`src/design/pm_idle_timer_trap_unit_regs.vh`:
```
// register map and timing counts of the idle timer/trap unit
`ifndef PM_IDLE_TIMER_TRAP_UNIT_REGS_VH
`define PM_IDLE_TIMER_TRAP_UNIT_REGS_VH
// register indexes (byte address = 4 * index)
`define IDX_GLOBAL_ENABLE   8'h80
`define IDX_TIMER_ENABLE    8'h81
`define IDX_TRAP_ENABLE     8'h82
`define IDX_TIMER_STATUS    8'h85
`define IDX_TRAP_STATUS     8'h86
`define IDX_MISC_CONTROL    8'h93
`define IDX_RESUME_GPIO     8'h92
`define IDX_KBM_COUNT_LO    8'h9e
`define IDX_KBM_COUNT_HI    8'h9f
`define IDX_SUSPEND_CMD     8'hae
`define IDX_SHADOW_FD_DOR   8'hb4
`define IDX_SHADOW_FD_RATE  8'hb5
`define IDX_SHADOW_HD_COUNT 8'hb6
`define IDX_SHADOW_HD_CMD   8'hb7
`define IDX_CLOCK_STOP      8'hbc
`define IDX_SW_INTERRUPT    8'hd0
`define IDX_TOP_STATUS      8'hf0
`define IDX_SERIAL_WAKE_EN  8'hf1
// field positions
`define BIT_PM_ENABLE       0
`define BIT_TIMERS_ENABLE   1
`define BIT_TRAPS_ENABLE    2
`define BIT_KBM             3
`define BIT_FULL_SUSPEND    0
`define BIT_MOUSE_ON_SERIAL 1
`define BIT_MOUSE_PORT      0
`define BIT_TOP_KBM         0
`define BIT_TOP_SW          1
// reset values
`define RST_BYTE            8'h00
`define RST_COUNT           16'h0000
// i/o ports watched on the peripheral bus
`define PORT_KBD_DATA       16'h0060
`define PORT_KBD_CMD        16'h0064
`define PORT_SER1_BASE      13'h007f
`define PORT_SER2_BASE      13'h005f
`define PORT_FD_DOR         16'h03f2
`define PORT_FD_RATE        16'h03f7
`define PORT_HD_COUNT       16'h01f2
`define PORT_HD_CMD         16'h01f7
// pll delay step, 1 us at 25 ns
`define CLK_PERIOD_NS       25
`define PLL_STEP_US         1
`define PLL_STEP_CYCLES     ((`PLL_STEP_US * 1000) / `CLK_PERIOD_NS)
`endif

```
`src/design/pm_idle_timer_trap_unit.v`:
```
// peripheral power management: keyboard/mouse idle timer and trap, suspend, shadows
// How it works
// - Floppy port writes 3F2h/3F7h are captured; shadow registers return last byte.
// - Disk port writes 1F2h/1F7h are captured into two more shadow registers.
// - Suspend command write starts suspend handshake if power management bit set, no status.
// - Halted processor is released by any unmasked interrupt or management interrupt.
// - With full-suspend bit set, suspend write asserts deep suspend after halt.
// - On resume, wait programmed PLL delay before releasing suspend request.
// - With clocks stopped only enabled serial irqs and resume GPIOs wake.
// - Any write to software interrupt register raises a management interrupt.
// - Global trap enable gates all device I/O traps.
// - Global timer enable gates timers; clearing freezes, setting resumes without reload.
// - Global timer enable leaves modulation and general purpose timers alone.
// - Each idle timer is a 16-bit down counter ticking once per second.
// - On enable a timer loads, decrements next tick, first decrement never interrupts.
// - Load 1 reaches zero silently then wraps to 65535; load 2 interrupts.
// - Bus cycles in a monitored range reload the timer, which keeps counting.
// - Timer expiry interrupts only with power management bit set; timers still run.
// - Power management bit clear disables suspend command and enabled trigger events.
// - I/O addresses compare in 16 bits; memory cycles never match.
// - Keyboard ports reload the timer; mouse setting adds first or second serial range.
// - Keyboard/mouse trap bit makes any such access raise a management interrupt.
// - Keyboard/mouse events set top status bit 0 and timer or trap status bit 3.
// - Misc bit 1 means mouse on serial; bit 0 picks first or second port.
`timescale 1ns/1ps
`include "pm_idle_timer_trap_unit_regs.vh"
module pm_idle_timer_trap_unit (
   // clock and reset
   input  wire        SYS_CLK,
   input  wire        RESETN,
   // one-second timebase, synchronous one-cycle pulse
   input  wire        SECOND_TICK,
   // axi4-lite write address
   input  wire        S_AXI_AWVALID,
   output reg         S_AXI_AWREADY,
   input  wire [11:0] S_AXI_AWADDR,
   // axi4-lite write data
   input  wire        S_AXI_WVALID,
   output reg         S_AXI_WREADY,
   input  wire [31:0] S_AXI_WDATA,
   input  wire [3:0]  S_AXI_WSTRB,
   // axi4-lite write response
   output reg         S_AXI_BVALID,
   input  wire        S_AXI_BREADY,
   output reg  [1:0]  S_AXI_BRESP,
   // axi4-lite read address
   input  wire        S_AXI_ARVALID,
   output reg         S_AXI_ARREADY,
   input  wire [11:0] S_AXI_ARADDR,
   // axi4-lite read data
   output reg         S_AXI_RVALID,
   input  wire        S_AXI_RREADY,
   output reg  [31:0] S_AXI_RDATA,
   output reg  [1:0]  S_AXI_RRESP,
   // snooped peripheral bus cycles, one-cycle strobe
   input  wire        IO_CYCLE,
   input  wire        IO_IS_MEMORY,
   input  wire        IO_WRITE,
   input  wire [31:0] IO_ADDR,
   input  wire [7:0]  IO_WDATA,
   // processor interrupt and suspend handshake
   input  wire        UNMASKED_IRQ,
   input  wire        CPU_SUSPEND_ACK_N,
   output reg         CPU_SUSPEND_REQUEST_N,
   output reg         DEEP_SUSPEND_OUTPUT,
   // wake sources while clocks are stopped
   input  wire        SERIAL_WAKE_IRQ_A,
   input  wire        SERIAL_WAKE_IRQ_B,
   input  wire [2:0]  RESUME_GPIO,
   input  wire        CLOCKS_STOPPED,
   // management interrupt to processor
   output reg         SYS_MGMT_INTERRUPT
);

   // suspend states
   localparam [2:0] SP_IDLE   = 3'd0;
   localparam [2:0] SP_REQ    = 3'd1;
   localparam [2:0] SP_HALTED = 3'd2;
   localparam [2:0] SP_DEEP   = 3'd3;
   localparam [2:0] SP_PLL    = 3'd4;
   localparam [15:0] PLL_STEP = `PLL_STEP_CYCLES;

   // configuration and status registers
   reg  [7:0]  global_en_q, timer_en_q, trap_en_q, misc_q, gpio_resume_q, clk_stop_q;
   reg  [1:0]  serial_wake_en_q;
   reg  [7:0]  timer_stat_q, trap_stat_q, top_stat_q;
   reg  [15:0] kbm_count_q, kbm_timer_q;
   reg         kbm_first_q;
   reg  [7:0]  sh_fd_dor_q, sh_fd_rate_q, sh_hd_count_q, sh_hd_cmd_q;
   // bus slave state
   reg         aw_held_q, w_held_q;
   reg  [9:0]  aw_idx_q;
   reg  [31:0] wdata_q;
   reg  [3:0]  wstrb_q;
   // suspend machine
   reg  [2:0]  sp_state_q;
   reg  [3:0]  pll_left_q;
   reg  [15:0] pll_cyc_q;
   // wake pin synchronisers, three stages each
   reg  [4:0]  wk_s1_q, wk_s2_q, wk_s3_q;

   wire        wr_fire = aw_held_q && w_held_q && !S_AXI_BVALID;
   wire        wr_b0   = wr_fire && wstrb_q[0] && (aw_idx_q[9:8] == 2'b00);
   wire [7:0]  wr_idx  = aw_idx_q[7:0];
   wire [7:0]  wd      = wdata_q[7:0];
   wire        pm_on   = global_en_q[`BIT_PM_ENABLE];

   // io window decode, 16-bit compare for io; memory cycles never match
   wire [15:0] io_a    = IO_ADDR[15:0];
   wire        io_hit  = IO_CYCLE && !IO_IS_MEMORY;
   wire        kbd_hit = io_hit && (io_a == `PORT_KBD_DATA || io_a == `PORT_KBD_CMD);
   wire        ser1    = io_hit && (io_a[15:3] == `PORT_SER1_BASE);
   wire        ser2    = io_hit && (io_a[15:3] == `PORT_SER2_BASE);
   wire        mouse_s = misc_q[`BIT_MOUSE_ON_SERIAL];
   wire        mouse_p = misc_q[`BIT_MOUSE_PORT];
   wire        kbm_hit = kbd_hit || (mouse_s && !mouse_p && ser1)
                                 || (mouse_s && mouse_p && ser2);

   // timer gating
   wire        kbm_run    = global_en_q[`BIT_TIMERS_ENABLE] && timer_en_q[`BIT_KBM];
   wire        kbm_expire = kbm_run && SECOND_TICK && !kbm_hit && !kbm_first_q
                            && (kbm_timer_q == 16'h0001);
   wire        kbm_trap   = global_en_q[`BIT_TRAPS_ENABLE] && trap_en_q[`BIT_KBM]
                            && kbm_hit;
   wire        any_stat   = (timer_stat_q != 8'h00) || (trap_stat_q != 8'h00)
                            || (top_stat_q != 8'h00);

   // write channel acceptance, either order
   always @(posedge SYS_CLK or negedge RESETN) begin
      if (!RESETN) begin
         S_AXI_AWREADY <= 1'b0;
         S_AXI_WREADY  <= 1'b0;
         aw_held_q     <= 1'b0;
         w_held_q      <= 1'b0;
         aw_idx_q      <= 10'h000;
         wdata_q       <= 32'h00000000;
         wstrb_q       <= 4'h0;
         S_AXI_BVALID  <= 1'b0;
         S_AXI_BRESP   <= 2'b00;
      end else begin
         S_AXI_AWREADY <= !aw_held_q && !S_AXI_AWREADY && S_AXI_AWVALID;
         S_AXI_WREADY  <= !w_held_q && !S_AXI_WREADY && S_AXI_WVALID;
         if (S_AXI_AWVALID && S_AXI_AWREADY) begin
            aw_held_q <= 1'b1;
            aw_idx_q  <= S_AXI_AWADDR[11:2];
         end
         if (S_AXI_WVALID && S_AXI_WREADY) begin
            w_held_q <= 1'b1;
            wdata_q  <= S_AXI_WDATA;
            wstrb_q  <= S_AXI_WSTRB;
         end
         if (wr_fire) begin
            S_AXI_BVALID <= 1'b1;
            S_AXI_BRESP  <= 2'b00; // unmapped writes are ignored, answered okay
         end else if (S_AXI_BVALID && S_AXI_BREADY) begin
            S_AXI_BVALID <= 1'b0;
            aw_held_q    <= 1'b0;
            w_held_q     <= 1'b0;
         end
      end
   end

   // read mux, narrow registers in low byte
   reg  [7:0] rd_byte;
   reg        rd_ok;
   always @* begin
      rd_ok   = (S_AXI_ARADDR[11:10] == 2'b00);
      rd_byte = 8'h00;
      case (S_AXI_ARADDR[9:2])
         `IDX_GLOBAL_ENABLE:   rd_byte = global_en_q;
         `IDX_TIMER_ENABLE:    rd_byte = timer_en_q;
         `IDX_TRAP_ENABLE:     rd_byte = trap_en_q;
         `IDX_TIMER_STATUS:    rd_byte = timer_stat_q;
         `IDX_TRAP_STATUS:     rd_byte = trap_stat_q;
         `IDX_MISC_CONTROL:    rd_byte = misc_q;
         `IDX_RESUME_GPIO:     rd_byte = gpio_resume_q;
         `IDX_KBM_COUNT_LO:    rd_byte = kbm_count_q[7:0];
         `IDX_KBM_COUNT_HI:    rd_byte = kbm_count_q[15:8];
         `IDX_SHADOW_FD_DOR:   rd_byte = sh_fd_dor_q;
         `IDX_SHADOW_FD_RATE:  rd_byte = sh_fd_rate_q;
         `IDX_SHADOW_HD_COUNT: rd_byte = sh_hd_count_q;
         `IDX_SHADOW_HD_CMD:   rd_byte = sh_hd_cmd_q;
         `IDX_CLOCK_STOP:      rd_byte = clk_stop_q;
         `IDX_TOP_STATUS:      rd_byte = top_stat_q;
         `IDX_SERIAL_WAKE_EN:  rd_byte = {6'h00, serial_wake_en_q};
         `IDX_SUSPEND_CMD:     rd_byte = 8'h00; // write only
         `IDX_SW_INTERRUPT:    rd_byte = 8'h00;
         default:              rd_ok   = 1'b0;
      endcase
   end

   // read channel, answer one cycle after address taken
   always @(posedge SYS_CLK or negedge RESETN) begin
      if (!RESETN) begin
         S_AXI_ARREADY <= 1'b0;
         S_AXI_RVALID  <= 1'b0;
         S_AXI_RDATA   <= 32'h00000000;
         S_AXI_RRESP   <= 2'b00;
      end else begin
         S_AXI_ARREADY <= !S_AXI_ARREADY && !S_AXI_RVALID && S_AXI_ARVALID;
         if (S_AXI_ARVALID && S_AXI_ARREADY) begin
            S_AXI_RVALID <= 1'b1;
            S_AXI_RDATA  <= {24'h000000, rd_byte};
            S_AXI_RRESP  <= rd_ok ? 2'b00 : 2'b10;
         end else if (S_AXI_RVALID && S_AXI_RREADY) begin
            S_AXI_RVALID <= 1'b0;
         end
      end
   end

   // configuration registers
   always @(posedge SYS_CLK or negedge RESETN) begin
      if (!RESETN) begin
         global_en_q      <= `RST_BYTE;
         timer_en_q       <= `RST_BYTE;
         trap_en_q        <= `RST_BYTE;
         misc_q           <= `RST_BYTE;
         gpio_resume_q    <= `RST_BYTE;
         clk_stop_q       <= `RST_BYTE;
         serial_wake_en_q <= 2'b00;
         kbm_count_q      <= `RST_COUNT;
      end else if (wr_b0) begin
         case (wr_idx)
            `IDX_GLOBAL_ENABLE:  global_en_q      <= wd;
            `IDX_TIMER_ENABLE:   timer_en_q       <= wd;
            `IDX_TRAP_ENABLE:    trap_en_q        <= wd;
            `IDX_MISC_CONTROL:   misc_q           <= wd;
            `IDX_RESUME_GPIO:    gpio_resume_q    <= wd;
            `IDX_CLOCK_STOP:     clk_stop_q       <= wd;
            `IDX_SERIAL_WAKE_EN: serial_wake_en_q <= wd[1:0];
            `IDX_KBM_COUNT_LO:   kbm_count_q      <= {kbm_count_q[15:8], wd};
            `IDX_KBM_COUNT_HI:   kbm_count_q      <= {wd, kbm_count_q[7:0]};
            default:             global_en_q      <= global_en_q;
         endcase
      end
   end

   // port shadows: hold whatever the host last wrote, unreadable at the device
   always @(posedge SYS_CLK or negedge RESETN) begin
      if (!RESETN) begin
         sh_fd_dor_q   <= `RST_BYTE;
         sh_fd_rate_q  <= `RST_BYTE;
         sh_hd_count_q <= `RST_BYTE;
         sh_hd_cmd_q   <= `RST_BYTE;
      end else if (io_hit && IO_WRITE) begin
         if (io_a == `PORT_FD_DOR)   sh_fd_dor_q   <= IO_WDATA;
         if (io_a == `PORT_FD_RATE)  sh_fd_rate_q  <= IO_WDATA;
         if (io_a == `PORT_HD_COUNT) sh_hd_count_q <= IO_WDATA;
         if (io_a == `PORT_HD_CMD)   sh_hd_cmd_q   <= IO_WDATA;
      end
   end

   // keyboard/mouse idle timer; modulation and general timers live elsewhere
   always @(posedge SYS_CLK or negedge RESETN) begin
      if (!RESETN) begin
         kbm_timer_q <= `RST_COUNT;
         kbm_first_q <= 1'b0;
      end else if (wr_b0 && wr_idx == `IDX_TIMER_ENABLE && wd[`BIT_KBM]
                   && !timer_en_q[`BIT_KBM]) begin
         kbm_timer_q <= kbm_count_q;
         kbm_first_q <= 1'b1;
      end else if (kbm_run) begin
         if (kbm_hit) begin
            kbm_timer_q <= kbm_count_q;
         end else if (SECOND_TICK) begin
            kbm_timer_q <= kbm_timer_q - 16'h0001;
            kbm_first_q <= 1'b0; // wraps past zero to 65535
         end
      end
      // global bit clear freezes the count, no reload on re-enable
   end

   // sticky status: set beats a simultaneous clear (write 1 to clear)
   wire clr_tm  = wr_b0 && wr_idx == `IDX_TIMER_STATUS;
   wire clr_tp  = wr_b0 && wr_idx == `IDX_TRAP_STATUS;
   wire clr_top = wr_b0 && wr_idx == `IDX_TOP_STATUS;
   wire set_tm  = kbm_expire && pm_on;
   wire set_tp  = kbm_trap && pm_on;
   wire set_sw  = wr_b0 && wr_idx == `IDX_SW_INTERRUPT;
   always @(posedge SYS_CLK or negedge RESETN) begin
      if (!RESETN) begin
         timer_stat_q <= `RST_BYTE;
         trap_stat_q  <= `RST_BYTE;
         top_stat_q   <= `RST_BYTE;
      end else begin
         timer_stat_q <= (timer_stat_q & ~(clr_tm ? wd : 8'h00))
                         | {4'h0, set_tm, 3'b000};
         trap_stat_q  <= (trap_stat_q & ~(clr_tp ? wd : 8'h00))
                         | {4'h0, set_tp, 3'b000};
         top_stat_q   <= (top_stat_q & ~(clr_top ? wd : 8'h00))
                         | {6'h00, set_sw, set_tm | set_tp};
      end
   end

   // interrupt held while any status bit stays set
   always @(posedge SYS_CLK or negedge RESETN) begin
      if (!RESETN) SYS_MGMT_INTERRUPT <= 1'b0;
      else SYS_MGMT_INTERRUPT <= any_stat || set_tm || set_tp || set_sw;
   end

   // wake pins: three stages, a rise counts once stages two and three agree, a fall once either drops
   wire [4:0] wk_raw = {SERIAL_WAKE_IRQ_A, SERIAL_WAKE_IRQ_B, RESUME_GPIO};
   always @(posedge SYS_CLK or negedge RESETN) begin
      if (!RESETN) begin
         wk_s1_q <= 5'h00;
         wk_s2_q <= 5'h00;
         wk_s3_q <= 5'h00;
      end else begin
         wk_s1_q <= wk_raw;
         wk_s2_q <= wk_s1_q;
         wk_s3_q <= wk_s2_q;
      end
   end
   wire [4:0] wk_lvl  = wk_s2_q & wk_s3_q;
   wire       ext_wake = (wk_lvl[4] && serial_wake_en_q[0]) || (wk_lvl[3] && serial_wake_en_q[1])
                        || ((wk_lvl[2:0] & gpio_resume_q[2:0]) != 3'b000);
   // acknowledge arrives on the processor clock, same domain
   wire       int_wake = UNMASKED_IRQ || SYS_MGMT_INTERRUPT;
   wire       wake     = CLOCKS_STOPPED ? ext_wake : (int_wake || ext_wake);
   wire       cpu_suspend_request_cmd = wr_b0 && wr_idx == `IDX_SUSPEND_CMD;

   // suspend handshake machine
   always @(posedge SYS_CLK or negedge RESETN) begin
      if (!RESETN) begin
         sp_state_q            <= SP_IDLE;
         CPU_SUSPEND_REQUEST_N <= 1'b1;
         DEEP_SUSPEND_OUTPUT   <= 1'b0;
         pll_left_q            <= 4'h0;
         pll_cyc_q             <= 16'h0000;
      end else begin
         case (sp_state_q)
            SP_IDLE: begin
               // both paths start alike here; full suspend bit 0 is only checked after the ack
               if (cpu_suspend_request_cmd && pm_on && !any_stat) begin
                  CPU_SUSPEND_REQUEST_N <= 1'b0;
                  sp_state_q            <= SP_REQ;
               end
            end
            SP_REQ: begin
               if (!CPU_SUSPEND_ACK_N) begin
                  if (clk_stop_q[`BIT_FULL_SUSPEND]) begin
                     DEEP_SUSPEND_OUTPUT <= 1'b1;
                     sp_state_q          <= SP_DEEP;
                  end else begin
                     sp_state_q <= SP_HALTED;
                  end
               end
            end
            SP_HALTED: begin
               if (UNMASKED_IRQ || SYS_MGMT_INTERRUPT) begin
                  CPU_SUSPEND_REQUEST_N <= 1'b1;
                  sp_state_q            <= SP_IDLE;
               end
            end
            SP_DEEP: begin
               if (wake) begin
                  DEEP_SUSPEND_OUTPUT <= 1'b0;
                  pll_left_q          <= clk_stop_q[7:4];
                  pll_cyc_q           <= PLL_STEP;
                  sp_state_q          <= SP_PLL;
               end
            end
            SP_PLL: begin
               if (pll_left_q == 4'h0) begin
                  CPU_SUSPEND_REQUEST_N <= 1'b1;
                  sp_state_q            <= SP_IDLE;
               end else if (pll_cyc_q == 16'h0001) begin
                  pll_cyc_q  <= PLL_STEP;
                  pll_left_q <= pll_left_q - 4'h1;
               end else begin
                  pll_cyc_q <= pll_cyc_q - 16'h0001;
               end
            end
            default: sp_state_q <= SP_IDLE;
         endcase
      end
   end

endmodule

```
`config.mk`:
```
export PLATFORM = sky130hd
export DESIGN_NAME = pm_idle_timer_trap_unit
export DESIGN_NICKNAME = d
export VERILOG_FILES = /design/src/design/pm_idle_timer_trap_unit.v
export VERILOG_INCLUDE_DIRS = /design/src /design/src/design
export SDC_FILE = /design/constraint.sdc
export NUM_CORES = 1
export LEC_CHECK = 0
export BUFFER_PORTS_ARGS = -buffer_cell sky130_fd_sc_hd__buf_2
export CAP_MARGIN = 20
export CORE_UTILIZATION = 48
export CTS_BUF_LIST = sky130_fd_sc_hd__clkbuf_4
export CTS_CLUSTER_SIZE = 20
export DETAILED_ROUTE_END_ITERATION = 8
export PLACE_DENSITY = 0.79
export SYNTH_ARGS = -nofsm -noshare
export SYNTH_HDL_FRONTEND = slang
export SYNTH_SLANG_ARGS = --single-unit
```
`constraint.sdc`:
```
create_clock -name SYS_CLK -period 5.32 [get_ports SYS_CLK]
set_clock_uncertainty 0.05 [all_clocks]
set_input_delay 0.266 -clock SYS_CLK [delete_from_list [all_inputs] [get_ports SYS_CLK]]
set_output_delay 0.266 -clock SYS_CLK [all_outputs]
set_load 0.01 [all_outputs]
```
==> impl_metrics.csv <==
group,metric,value,unit
timing,timing.setup.tns,0,ns
synth,synth_top_cells_by_area,"sky130_fd_sc_hd__dfrtp_1 (50%), sky130_fd_sc_hd__mux2_2 (12%), sky130_fd_sc_hd__nand2_1 (2.7%)",
placed_design,gp_congestion,0.921,
clocking,cts.repair.resized,0,
detailed_routing,drtAntennaViolNets,0,
clocking,worstSkewPairLatency,0.68,ns
worst_setup_path,worst-endpoint-arrival,3.38,ns
synth,synth_cells,969,
synth,postSynthRegisterBits,215,
detailed_routing,wire_per_inst,19.6,µm
floorplanning,initial_utilization,49.0,%
timing,period_share,53.9,%
floorplanning,die_h,151,µm
clocking,numCtsBuffers,55,
outcome,status,"finished clean",
timing,max-slew-margin-rel,30.7,%
detailed_routing,post_drt_via_cell_ratio,5.90,
clocking,cts_tree,"built",
floorplanning,die_x,151,µm
placed_design,detailedPlacementHpwl,19.1,mm
detailed_routing,drc_errors,0,
cells_and_area,finalNetCount,1240,
synth,mean_post_synth_cell_area,11.0,µm²
floorplanning,floorplan.die_area,22900,µm²
timing,setup-violations-final,0,
synth,synthDominantAreaCellType,"sky130_fd_sc_hd__dfrtp_1",
timing,report.final.hold_viol_count,0,
worst_setup_path,cpPeakStageDelay,0.61,ns
synth,synth_edf_count,0,
worst_setup_path,setup.worst_path.start_class,"register",
global_routing,antenna_found_initial,1,
worst_setup_path,timing.critical_path.required,5.83,ns
timing,worst_pin_slew,1.04,ns
floorplanning,floorplan.core_area,21800,µm²
global_routing,grt_overflow_total,0,
run,maxCapViolCount,0,
synth,syn_area,10700,µm²
clocking,clock_tree.htree_level_count,2,
clocking,clk_pin_slew,0.07,ns
power,power.density,309,nW/µm²
detailed_routing,drt_iter0_markers,755,
timing,grt_setup_unrepaired,"no",
timing,fmax,348,MHz
synth,synthDistinctLibCells,83,
clocking,clock_path_buffers,3,
cells_and_area,synthToLayoutAreaGrowth,15.5,%
worst_setup_path,critical_path.slowest_cell,"sky130_fd_sc_hd__or3b_2",
synth,synth-async-reset-ratio,100,%
timing,layout_min_cycle_time,2.87,ns
synth,synth_top_cell_area_share,50.0,%
placed_design,io_buffers,88,
synth,synth_ff_type,"sky130_fd_sc_hd__dfrtp_1",
worst_setup_path,critPathMaxFanout,20,
timing,final-max-slew-violation-count,0,
global_routing,grt_util_all_layers,25.5,%
floorplanning,rows,54,
timing,fin_worst_hold_slack,0.150,ns
detailed_routing,routed-via-count,8514,
worst_setup_path,timing.critical_path.buf_inv,0,
power,vdd_ir_drop_max,0.277,mV
worst_setup_path,cp-end-kind,"register",
worst_setup_path,timing.setup.critical_path_class,"register to register",
global_routing,first_global_vias,8289,
clocking,cts.sinks,215,
global_routing,grt_start_max_net_pins,113,
synth,netlist_top_cells_count,"sky130_fd_sc_hd__dfrtp_1 (214), sky130_fd_sc_hd__mux2_2 (114), sky130_fd_sc_hd__nand2_1 (78), sky130_fd_sc_hd__nor2_1 (60), sky130_fd_sc_hd__o21ai_0 (37)",
detailed_routing,routed_wirelength,28.2,mm
synth,yosysMostFrequentCell,"sky130_fd_sc_hd__dfrtp_1",
power,power.static_leakage,5.89,nW
worst_setup_path,crit_path_cell_trace,"or3b_2, a21oi_2, a21o_1, o21ai_0, a22o_1",
worst_setup_path,top_delay_family_on_crit_path,"compound AO/OA/AOI/OAI gates",
synth,synth_warnings,0,
global_routing,global_route_wire_length_before_repair,44.3,mm
clocking,cts-root-buf,"sky130_fd_sc_hd__clkbuf_4",
detailed_routing,drt_first_pass_iters,7,
min_path,timing.hold.worst.class,"input port to register",
synth,synth-seq-area-share,50.3,%
cells_and_area,layout_cell_share_with_drive_strength_beyond_1,28.5,%
floorplanning,floorplan.io_pins,163,
[logic make-up (layout without fill, tap and decap cells)]
group	after synthesis	in the layout	synth area share, %
compound gates	189	189	12.9
mux	143	143	14.9
simple gates	302	302	15.2
flops	215	215	50.3
other cells	1	28	0.0350
buf+inv	101	268	4.97
xor+xnor	13	13	1.06
fa+ha+maj	5	5	0.585
[layout by cell type, fill, tap and decap left out, types with 17 or more instances in the layout]
cell                              n
sky130_fd_sc_hd__a21boi_0        20
sky130_fd_sc_hd__a21oi_1         24
sky130_fd_sc_hd__a22oi_1         19
sky130_fd_sc_hd__buf_2           87
sky130_fd_sc_hd__clkbuf_4        77
sky130_fd_sc_hd__clkinv_1        17
sky130_fd_sc_hd__conb_1          27
sky130_fd_sc_hd__dfrtp_1        214
sky130_fd_sc_hd__dlygate4sd3_1   43
sky130_fd_sc_hd__inv_1           27
sky130_fd_sc_hd__mux2_2         114
sky130_fd_sc_hd__mux2i_1         27
sky130_fd_sc_hd__nand2_1         78
sky130_fd_sc_hd__nand3_1         30
sky130_fd_sc_hd__nor2_1          60
sky130_fd_sc_hd__nor3_1          19
sky130_fd_sc_hd__nor4_1          19
sky130_fd_sc_hd__o21ai_0         37
[flip-flops by register name, indices dropped and copies added, names as in the netlist, 8 cells and up]
signal / flops
timer_en_q: 8
misc_q: 8
sh_hd_count_q: 8
sh_hd_cmd_q: 8
pll_cyc_q: 16
S_AXI_RDATA: 8
gpio_resume_q: 8
global_en_q: 8
trap_stat_q: 8
timer_stat_q: 8
trap_en_q: 8
aw_idx_q: 10
sh_fd_dor_q: 8
clk_stop_q: 8
kbm_count_q: 16
kbm_timer_q: 16
wdata_q: 8
sh_fd_rate_q: 8
top_stat_q: 8
[worst min-delay path, stage by stage]
cell and delay (ns):
sky130_fd_sc_hd__buf_2 0.17, sky130_fd_sc_hd__o21ai_0 0.23, sky130_fd_sc_hd__o2bb2ai_1 0.14
[final timing paths]
| check | depth (start not counted) | end | startpoint | slack (ns) |
|---|---|---|---|---|
| max | 5 | pll_left_q[3] | sp_state_q[0] | 2.45 |
| min | 3 | S_AXI_RRESP[1] | S_AXI_ARADDR[9] | 0.15 |
| max reg2reg | 5 | pll_left_q[3] | sp_state_q[0] | 2.45 |
| min reg2reg | 0 | wk_s2_q[2] | wk_s1_q[2] | 0.30 |
| max in group asynchronous | 3 | kbm_count_q[12] | RESETN | 3.94 |
| min in group asynchronous | 2 | aw_idx_q[3] | RESETN | 0.18 |
[what timing repair did]
action | CTS | global route
setup buffers | 0 | 0
hold buffers | 43 | 0
hold endpoints to repair | 171 | 0
[where the power goes]
part	internal (mW)	switching, mW
clock	0.677	0.690
sequential	1.75	0.269
combinational	0.212	0.220
total	2.64	1.18
[final cells by class]
| cell class | count | area, µm² |
|---|---|---|
| Fill cell | 1810 | 9460 |
| Sequential cell | 215 | 5380 |
| Multi-Input combinational cell | 679 | 4890 |
| Timing Repair Buffer | 138 | 946 |
| Clock buffer | 77 | 578 |
| Tap cell | 280 | 350 |
| Clock inverter | 26 | 113 |
| Inverter | 27 | 101 |
| Antenna cell | 1 | 2.50 |
[metrics by stage]
step	power [mW]	setup slack, ns	instance area [µm²]	utilization [%]	std cells
6_report	3.82	2.45	12400	56.7	1443
3_5_place_dp	2.43	2.31	11200	51.4	1294
2_1_floorplan	2.22	3.05	10800	-	995
3_3_place_gp	2.42	2.35	11200	51.4	1294
5_1_grt	4.00	2.23	12400	56.7	1443
4_1_cts	3.84	2.28	12300	56.6	1440
[per-layer routing]
layer | global-route usage, % | vias to the layer above | share of wire [%]
li1 | - | 3839 | -
met1 | 33.6 | 4196 | 41
met2 | 40.6 | 405 | 48
met3 | 5.81 | 74 | 8.0
met4 | 10.1 | 0 | 3.4
met5 | 0 | - | 0
Note: power is estimated with default switching activity, not from simulation.
